**src/core/mdsi_pkg.sv**
```systemverilog
// constants, enumerations and carriers for the modem serial data interchange
`default_nettype none
package mdsi_pkg;
  // register byte offsets
  localparam logic [7:0] ctrl_off = 8'h00;
  localparam logic [7:0] div_off = 8'h04;
  localparam logic [7:0] stat_off = 8'h08;
  // reset values and the word transfer size
  localparam logic [7:0] ctrl_rst = 8'h01;
  localparam logic [15:0] div_rst = 16'h0007;
  localparam logic [2:0] hsize_word = 3'h2;
  // status field positions and receive buffer depth
  localparam int stat_carrier_pos = 0;
  localparam int stat_trained_pos = 1;
  localparam int stat_full_pos = 2;
  localparam int stat_empty_pos = 3;
  localparam int stat_line_pos = 4;
  localparam int stat_txbit_pos = 5;
  localparam logic [1:0] fifo_depth = 2'h2;

  typedef enum logic [1:0] {mdsi_full, mdsi_rx_only, mdsi_tx_only} mdsi_variant_type;
  typedef enum logic [1:0] {mdsi_lv2, mdsi_lv4, mdsi_lv8} mdsi_level_type;

  // control word, low bit first: enable, unclamp, level, idle_alt, ext_sel, variant
  typedef struct packed {
    mdsi_variant_type variant;
    logic ext_sel;
    logic idle_alt;
    mdsi_level_type level;
    logic unclamp;
    logic enable;
  } mdsi_ctrl_type;

  typedef struct packed {
    logic [31:0] hrdata;
    logic hreadyout;
    logic hresp;
    logic wr_pend;
    logic [7:0] waddr;
    mdsi_ctrl_type ctrl;
    logic [15:0] div;
    logic [15:0] cnt;
    logic bclk;
    logic tclk;
    logic [1:0] xs;
    logic xprev;
    logic [1:0] ds;
    logic [1:0] fifo;
    logic [1:0] fcnt;
    logic in_ready;
    logic rx_line;
    logic carrier;
    logic [1:0] pat;
    logic tx_valid;
    logic tx_bit;
  } mdsi_state_type;
endpackage
`default_nettype wire

```
**src/core/mdsi_top.sv**
```systemverilog
// data set end of the synchronous serial data interchange, with an AHB-Lite register slave
// What this block does
// - line bit 1 is mark, 0 is space
// - receive data changes on receive clock rise
// - clamped: receive data mark without carrier
// - unclamped: data valid only with carrier
// - 2-level idle: steady 0 or 1
// - 4-level idle: dotting or steady 1
// - 8-level idle: repeating 010 or 110
// - receive-only: no send data, no tx clock
// - transmit-only: receive data held at mark
// - control lead high means ON
// - carrier ON only after receiver trained
`default_nettype none
module mdsi_top (
  input wire logic clk_sys,
  input wire logic rstn,
  input wire logic ce,
  input wire logic hsel,
  input wire logic [31:0] haddr,
  input wire logic [1:0] htrans,
  input wire logic hwrite,
  input wire logic [2:0] hsize,
  input wire logic [31:0] hwdata,
  input wire logic hready,
  output logic [31:0] hrdata,
  output logic hreadyout,
  output logic hresp,
  input wire logic send_serial_line,
  input wire logic external_transmit_bit_clock,
  output logic internal_transmit_bit_clock,
  output logic receive_bit_clock,
  output logic receive_serial_line,
  output logic carrier_present_line,
  input wire logic rx_in_valid,
  input wire logic rx_in_bit,
  output logic rx_in_ready,
  input wire logic trained_in,
  input wire logic signal_in,
  output logic tx_out_valid,
  output logic tx_out_bit
);
  mdsi_pkg::mdsi_state_type st;
  mdsi_pkg::mdsi_state_type next_st;

  // ----------------------------------------
  // next state
  // ----------------------------------------
  always_comb
  begin
    logic acc;
    logic tick;
    logic rise;
    logic fall;
    logic pop;
    logic push;
    logic idle_bit;
    logic [1:0] cnt_after;
    acc = 1'b0;
    tick = 1'b0;
    rise = 1'b0;
    fall = 1'b0;
    pop = 1'b0;
    push = 1'b0;
    idle_bit = 1'b1;
    cnt_after = 2'h0;
    next_st = st;
    if (ce)
    begin
      // bus slave: zero wait states, read data loaded at the address phase
      next_st.hreadyout = 1'b1;
      next_st.hresp = 1'b0;
      next_st.wr_pend = 1'b0;
      acc = hsel && hready && htrans[1] && hsize == mdsi_pkg::hsize_word;
      if (st.wr_pend)
      begin
        if (st.waddr == mdsi_pkg::ctrl_off)
        begin
          next_st.ctrl = mdsi_pkg::mdsi_ctrl_type'(hwdata[7:0]);
        end
        else if (st.waddr == mdsi_pkg::div_off)
        begin
          next_st.div = hwdata[15:0];
        end
      end
      if (acc && hwrite)
      begin
        next_st.wr_pend = 1'b1;
        next_st.waddr = haddr[7:0];
      end
      if (acc && !hwrite)
      begin
        next_st.hrdata = 32'h0000_0000;
        if (haddr[7:0] == mdsi_pkg::ctrl_off)
        begin
          next_st.hrdata[7:0] = st.ctrl;
        end
        else if (haddr[7:0] == mdsi_pkg::div_off)
        begin
          next_st.hrdata[15:0] = st.div;
        end
        else if (haddr[7:0] == mdsi_pkg::stat_off)
        begin
          next_st.hrdata[mdsi_pkg::stat_carrier_pos] = st.carrier;
          next_st.hrdata[mdsi_pkg::stat_trained_pos] = trained_in;
          next_st.hrdata[mdsi_pkg::stat_full_pos] = st.fcnt == mdsi_pkg::fifo_depth;
          next_st.hrdata[mdsi_pkg::stat_empty_pos] = st.fcnt == 2'h0;
          next_st.hrdata[mdsi_pkg::stat_line_pos] = st.rx_line;
          next_st.hrdata[mdsi_pkg::stat_txbit_pos] = st.tx_bit;
        end
      end

      // bit clock divider, shared by receive and internal transmit clocks
      if (st.ctrl.enable)
      begin
        if (st.cnt >= st.div)
        begin
          next_st.cnt = 16'h0000;
          tick = 1'b1;
        end
        else
        begin
          next_st.cnt = st.cnt + 16'h0001;
        end
      end
      else
      begin
        next_st.cnt = 16'h0000;
        next_st.bclk = 1'b0;
      end
      if (tick)
      begin
        next_st.bclk = !st.bclk;
      end
      rise = tick && !st.bclk;
      // receive-only sets drive no transmit clock; kept in a flop so the pin is glitch free
      next_st.tclk = next_st.bclk && next_st.ctrl.variant != mdsi_pkg::mdsi_rx_only;

      // pin synchronisers; nothing but the second stage reads the first
      next_st.xs = {st.xs[0], external_transmit_bit_clock};
      next_st.ds = {st.ds[0], send_serial_line};
      next_st.xprev = st.xs[1];

      // send data sampled mid-bit, on the falling edge of the chosen clock
      fall = st.ctrl.ext_sel ? (st.xprev && !st.xs[1]) : (tick && st.bclk);
      next_st.tx_valid = 1'b0;
      if (fall && st.ctrl.enable && st.ctrl.variant != mdsi_pkg::mdsi_rx_only)
      begin
        next_st.tx_valid = 1'b1;
        next_st.tx_bit = st.ds[1];
      end

      // carrier follows training and signal, while enabled and not transmit-only
      next_st.carrier = st.ctrl.enable && st.ctrl.variant != mdsi_pkg::mdsi_tx_only
        && trained_in && signal_in;

      // idle pattern with carrier off and the line unclamped
      unique case (st.ctrl.level)
        mdsi_pkg::mdsi_lv2: idle_bit = st.ctrl.idle_alt;
        mdsi_pkg::mdsi_lv4: idle_bit = st.ctrl.idle_alt ? !st.rx_line : 1'b1;
        mdsi_pkg::mdsi_lv8: idle_bit = st.pat == 2'h1 || (st.pat == 2'h0 && st.ctrl.idle_alt);
        default: idle_bit = 1'b1;
      endcase

      // two-entry receive buffer, drained once per receive clock period
      pop = rise && st.carrier && st.fcnt != 2'h0 && st.ctrl.variant != mdsi_pkg::mdsi_tx_only;
      push = rx_in_valid && st.in_ready;
      cnt_after = st.fcnt;
      if (pop)
      begin
        next_st.fifo[0] = st.fifo[1];
        cnt_after = st.fcnt - 2'h1;
      end
      if (push)
      begin
        next_st.fifo[cnt_after[0]] = rx_in_bit;
        cnt_after = cnt_after + 2'h1;
      end
      next_st.fcnt = cnt_after;
      next_st.in_ready = cnt_after != mdsi_pkg::fifo_depth;

      // receive line moves only on the receive clock rise
      if (rise)
      begin
        next_st.pat = st.pat == 2'h2 ? 2'h0 : st.pat + 2'h1;
        if (st.ctrl.variant == mdsi_pkg::mdsi_tx_only)
        begin
          next_st.rx_line = 1'b1;
        end
        else if (!st.carrier)
        begin
          next_st.rx_line = st.ctrl.unclamp ? idle_bit : 1'b1;
        end
        else
        begin
          // an empty buffer under carrier sends mark rather than stale data
          next_st.rx_line = pop ? st.fifo[0] : 1'b1;
        end
      end
    end
  end

  // ----------------------------------------
  // state register
  // ----------------------------------------
  always_ff @(posedge clk_sys or negedge rstn)
  begin
    if (!rstn)
    begin
      st <= '0;
      st.ctrl <= mdsi_pkg::mdsi_ctrl_type'(mdsi_pkg::ctrl_rst);
      st.div <= mdsi_pkg::div_rst;
      st.rx_line <= 1'b1;
      st.tx_bit <= 1'b1;
    end
    else
    begin
      st <= next_st;
    end
  end

  assign hrdata = st.hrdata;
  assign hreadyout = st.hreadyout;
  assign hresp = st.hresp;
  assign receive_bit_clock = st.bclk;
  assign internal_transmit_bit_clock = st.tclk;
  assign receive_serial_line = st.rx_line;
  assign carrier_present_line = st.carrier;
  assign rx_in_ready = st.in_ready;
  assign tx_out_valid = st.tx_valid;
  assign tx_out_bit = st.tx_bit;
endmodule
`default_nettype wire

```
**config.mk**
```make
export PLATFORM = sky130hd
export DESIGN_NAME = mdsi_top
export DESIGN_NICKNAME = d
export VERILOG_FILES = /design/src/core/mdsi_pkg.sv /design/src/core/mdsi_top.sv
export SDC_FILE = /design/constraint.sdc
export NUM_CORES = 1
export LEC_CHECK = 0
export ABC_CLOCK_PERIOD_IN_PS = 3900
export BUFFER_PORTS_ARGS = -buffer_cell sky130_fd_sc_hd__buf_4
export CORE_MARGIN = 5
export CORE_UTILIZATION = 57
export DETAILED_ROUTE_END_ITERATION = 10
export PLACE_DENSITY = 0.95
export SYNTH_ARGS = -nofsm -noshare
export SYNTH_HDL_FRONTEND = slang
export SYNTH_SLANG_ARGS = --single-unit
```
**constraint.sdc**
```tcl
create_clock -name clk_sys -period 3.9 [get_ports clk_sys]
set_input_delay 0.78 -clock clk_sys [delete_from_list [all_inputs] [get_ports clk_sys]]
set_output_delay 0.78 -clock clk_sys [all_outputs]
set_load 0.01 [all_outputs]
```
Yosys cells after proc, flatten, opt, wreduce, memory -nomap -nowiden. Index checks and enable logic that the tools add are counted.

Bits in registers: 84. Latch bits: 0. Bits in writable memories: 0. Memory bits (read-only): 0. Bits of input ports: 81. Output and inout bits: 41. Word-level logic and storage cells: 127. Memories kept: 0.

Add/sub/neg operators: 4. Multiply operators: 0. Div/mod/pow operators: 0. Magnitude comparators: 3. Equality and inequality tests: 18. Shift-type cells: 0. Multiplexer cells: 38. Bitwise gates (word level): 0. Reduce and logical (&&, ||, !) cells: 38.

Operators by type and width (count): $mux 16 (4); $mux 24 (2); $mux 8 (3); $logic_and 1x1->1 (20); $add 16x1->16 const B (1); $eq 8x3->1 const B (2); $ge 16x16->1 (1); $logic_not 8->1 (2); $mux 1 (16); $mux 2 (6); $mux 6 (2); $mux 10 (1); $ne 2x1->1 const B (5); $reduce_and 2->1 (5); $mux 9 (1); $eq 2x2->1 const B (4); $eq 8x4->1 const B (1); $logic_not 2->1 (3); $ne 2x2->1 const B (3); $add 2x1->2 const B (2); $eq 2x1->1 const B (2); $logic_not 1->1 (4); $reduce_and 4->1 (1); $eq 3x2->1 const B (1); 9 further kinds (9).

Logic depth before layout (Yosys ltp).
Depth after elaboration: 16. Gate-level depth with buffers: 10. Gate-level depth less buffers: 9.

Least setup slack after synthesis. No wires, ideal clock.

Path kind: register to register. Start point: register st[34] (netlist bit). End point: register st[10] (netlist bit). Library setup time: 0.128 ns. Arrival time: 2.380 ns. Data required time: 3.772 ns. Slack: 1.393 ns. Cell stages (with the launch flop): 10. Path buffers: 1. Period minus slack after synthesis: 2.507 ns. Cell sequence: dfstp_2 ha_1 nand2b_1 a2111o_1 a311oi_2 o21a_1 buf_4 o21ai_2 a211oi_2 mux2_1.

Longest elaborated chain between the ends: 15. Elaborated cells on any way between the ends: 16. Classes of those cells: order compare (3); mux (8); reduce/logical (5).

RTL lines: start: declaration (line mdsi_top.sv:43) `mdsi_pkg::mdsi_state_type st;`; start signal: assignment (line mdsi_top.sv:218) `st <= next_st;`; $ge 16x16->1 (*) (line mdsi_top.sv:116) `if (st.cnt >= st.div)`; $mux 1 (*) (line mdsi_top.sv:116); $mux 1 (*) (line mdsi_top.sv:114) `if (st.ctrl.enable)`; $mux 1 (*) (line mdsi_top.sv:68) `if (ce)`; $logic_and 1x1->1 (*) (line mdsi_top.sv:135) `rise = tick && !st.bclk;`; $logic_and 1x1->1 (*) (3 in a row) (line mdsi_top.sv:166) `pop = rise && st.carrier && st.fcnt != 2'h0 && st.ctrl.variant != mdsi_pkg::mdsi_tx_only;`; $mux 2 (*) (line mdsi_top.sv:169) `if (pop)`; $mux 2 (*) (line mdsi_top.sv:68); $lt 1x2->1 (not written as such) or $ge 1x1->1 (tied branches) (line mdsi_top.sv:176) `next_st.fifo[cnt_after[0]] = rx_in_bit;`; $logic_and 1x1->1 (not written as such) (line mdsi_top.sv:176); $mux 1 (not written as such) (line mdsi_top.sv:176); $demux 1 s1 (*) (line mdsi_top.sv:176); $bwmux 2 (*) (line mdsi_top.sv:176).

Mark *: on every way between the ends. The rest lies on a longest branch, timed or not. The select of a mux whose other input is x is not followed. A chain may end at the register's enable or synchronous reset.

Final worst setup path. Ends and elaborated chain as after synthesis.

==> impl_metrics.toml <==
[sta]
worst_slack_ps = 1030
finalSetupTns_ps = 0
clock.fmax_mhz = 348
tightest_slew_ps = 1030
relSlewSlack = 0.315
finalCritPeriodShare = 0.737
period_minus_slack_ps = 2870
hold_viol_final = 0
rsz0062_at_grt = "no"
slew_viol_final = 0
skew_ps = 11.7
finalSetupViolCount = 0

[setup_path]
critPathArrivalTime_ps = 3120
rr_worst_depth = 8
cp.required_ps = 4150
crit-reg2reg-launch = "st[34]$_DFFE_PN1P_"
rrSetupSlack_ps = 1030
crit_path_start_kind = "flip-flop"
cp_max_fo = 10
cp-endpoint = "st[10]$_DFFE_PN0P_"
worstReg2RegEnd = "st[10]$_DFFE_PN0P_"
worstSetupEndpointType = "flip-flop"
startpoint = "st[34]$_DFFE_PN1P_"
worstSetupPathType = "reg2reg"

[logic_synthesis]
synth.area.mux_share = 0.110
synthSimpleGateAreaFrac = 0.150
syn_avg_cell_area_um2 = 10.0
ys_ff_latch = 84
synth-edff-count = 0
netlist_instances = 455
synth_compound_area_frac = 0.128
yosysWarnings = 0
synth_flop_cell = "dfrtp_1"
synth_fa_ha_area_frac = 0.0521
synth_area_mm2 = 0.00456
async_flop_share = 1.00
yosysSeqAreaShare = 0.462
yosysUniqueCellTypes = 57
synth_top_family_by_area = "simple AND/OR/NAND/NOR gates"
synth-xor-area-share = 0.00768

[grt]
grt_usage = 0.211
grt_max_degree = 85
overflow = 0
grt_pass1_wl_um = 16800
grt_pass1_vias = 3620
antenna_found_initial = 0

[run_status]
status = "finished clean"

[floorplan]
die_h_um = 99.5
io_pins = 122
row_count = 32
die-area_mm2 = 0.00989
fp.dieW_um = 99.5
initial_utilization = 0.587
core_mm2 = 0.00777

[place]
dp_slack_ps = 1070
dp_hpwl_um = 7310
port_buffers = 63
gp_congestion = 0.856

[routing]
vias_per_cell = 5.71
drt_iter0_drc = 165
drtAntennaViolNets = 0
wl_per_cell_um = 16.5
drc = 0
vias = 3462
first_pass_iters = 4
totalWireLength_um = 9990

[clock_tree]
numCtsBuffers = 9
cts_tree = "yes"
cts-resized-gates = 0
post_cts_buffers = 0
postCtsHoldBufs = 0
clockBufferDepth = 2
clk_pin_slew_ps = 80
h-tree-depth = 3
insertion_delay_ps = 360
cts-root-buf = "clkbuf_8"
clock-sinks = 84

[finish]
drive_gt1_frac = 0.268
antenna_cells = 0
syn_to_final_growth_pct = 12.8
multiInputGateArea_mm2 = 0.00211
fillers = 608
register_area_mm2 = 0.00211
nNetsFinal = 599

[power_and_ir_drop]
p_leak_nw = 2.45
powerDensity_mw_per_mm2 = 411
max-vdd-ir-drop_mv = 0.378
finalPower_mw = 2.11

[job]
cap_violations = 0

[hold_path]
min-delay-path-class = "reg2reg"
## placed cells by master, fill, tap and decap left out, drive strengths merged, types with 2 or more instances in the layout
master,n
dfrtp,78
buf,65
nand2,62
mux2,40
o21ai,30
inv,25
nand3,23
nor2,22
ha,19
conb,17
a21oi,13
clkbuf,12
nand2b,10
a221oi,6
dfstp,6
nor3,5
o31ai,5
mux2i,5
o2bb2ai,4
and3,4
o41ai,4
nor4,3
o21a,3
a31o,3
nand3b,3
a211oi,3
clkinv,3
and4,2
nand4,2
xnor2,2
xor2,2
nor2b,2
a31oi,2
bufinv,2
a311oi,2
and2,2
## Yosys cell counts (all sizes together) (2+ instances only)
cell	count	area (um2)
dfrtp	78	1950
nand2	62	233
mux2	40	450
buf	35	260
o21ai	30	154
inv	25	93.8
nand3	23	115
nor2	22	85.1
ha	19	238
a21oi	13	65.1
clkbuf	13	48.8
nand2b	10	62.6
a221oi	6	52.6
dfstp	6	158
mux2i	5	50.1
nor3	5	25.0
o31ai	5	37.5
and3	4	25.0
o2bb2ai	4	35.0
o41ai	4	57.6
a211oi	3	27.5
a31o	3	26.3
nand3b	3	22.5
nor4	3	18.8
o21a	3	22.5
a311oi	2	23.8
a31oi	2	12.5
and2	2	12.5
and4	2	17.5
nand4	2	12.5
nor2b	2	12.5
xnor2	2	17.5
xor2	2	17.5
## worst min path at each step
stage | startpoint | to | slack [ps] | cells after the start
2_1_floorplan | hrdata[10]$_DFFE_PN0P_ | hrdata[10]$_DFFE_PN0P_ | 440 | 2
4_1_cts | hrdata[12]$_DFFE_PN0P_ | hrdata[12]$_DFFE_PN0P_ | 480 | 2
3_5_place_dp | hrdata[12]$_DFFE_PN0P_ | hrdata[12]$_DFFE_PN0P_ | 460 | 2
3_3_place_gp | hrdata[10]$_DFFE_PN0P_ | hrdata[10]$_DFFE_PN0P_ | 450 | 2
6_report | hrdata[12]$_DFFE_PN0P_ | hrdata[12]$_DFFE_PN0P_ | 480 | 2
5_1_grt | hrdata[12]$_DFFE_PN0P_ | hrdata[12]$_DFFE_PN0P_ | 510 | 2
## cell type report
class,instances,area share
sequential,84,0.410
inverter,26,0.0190
clock inverter,4,0.0143
clock buffer,12,0.0282
tap,102,0.0248
timing repair buffer,65,0.0948
multi-input combinational,313,0.409
## cells by family (layout without fill, tap and decap cells)
family / count (synthesis) / count (layout)
AOI/OAI and AO/OA: 83 / 83
xor gates and xnor gates: 4 / 4
adders and majority gates: 19 / 19
buffers and inverters: 74 / 107
DFF: 84 / 84
muxes: 45 / 45
other: 1 / 17
and+or+nand+nor: 145 / 145
## per-stage QoR
stage	hold WS, ps	util	area (um2)	cells
floorplan	440	-	4620	471
global placement	454	0.635	4930	590
detailed placement	462	0.635	4930	590
CTS	480	0.663	5150	606
global route	509	0.663	5150	606
finish	479	0.663	5150	606
## power breakdown
group / switching [mW] / total, mW / internal (mW)
clock network: 0.320 / 0.699 / 0.379
registers: 0.0817 / 1.04 / 0.959
logic: 0.199 / 0.375 / 0.175
total: 0.601 / 2.11 / 1.51
## critical path: stages (launching register included)
cell	delay, ps
dfstp_2	550
ha_1	220
nand2b_1	140
a2111o_1	420
a311oi_2	300
o21a_1	450
o21ai_2	120
a211oi_2	210
mux2_1	340
## registers in the layout, summed over array words and instances, names as in the netlist
name and count:
st 60, hrdata 16, carrier_present_line 1, hreadyout 1, internal_transmit_bit_clock 1, receive_bit_clock 1, receive_serial_line 1, rx_in_ready 1
tx_out_bit 1, tx_out_valid 1
## layer usage
metal,vias to the layer above,wire length (um),GRT usage
li1,1645,-,-
met1,1675,4040,0.250
met2,126,5140,0.374
met3,16,666,0.0561
met4,0,144,0.0630
met5,-,0,0
Note: power is estimated with default switching activity, not from simulation.
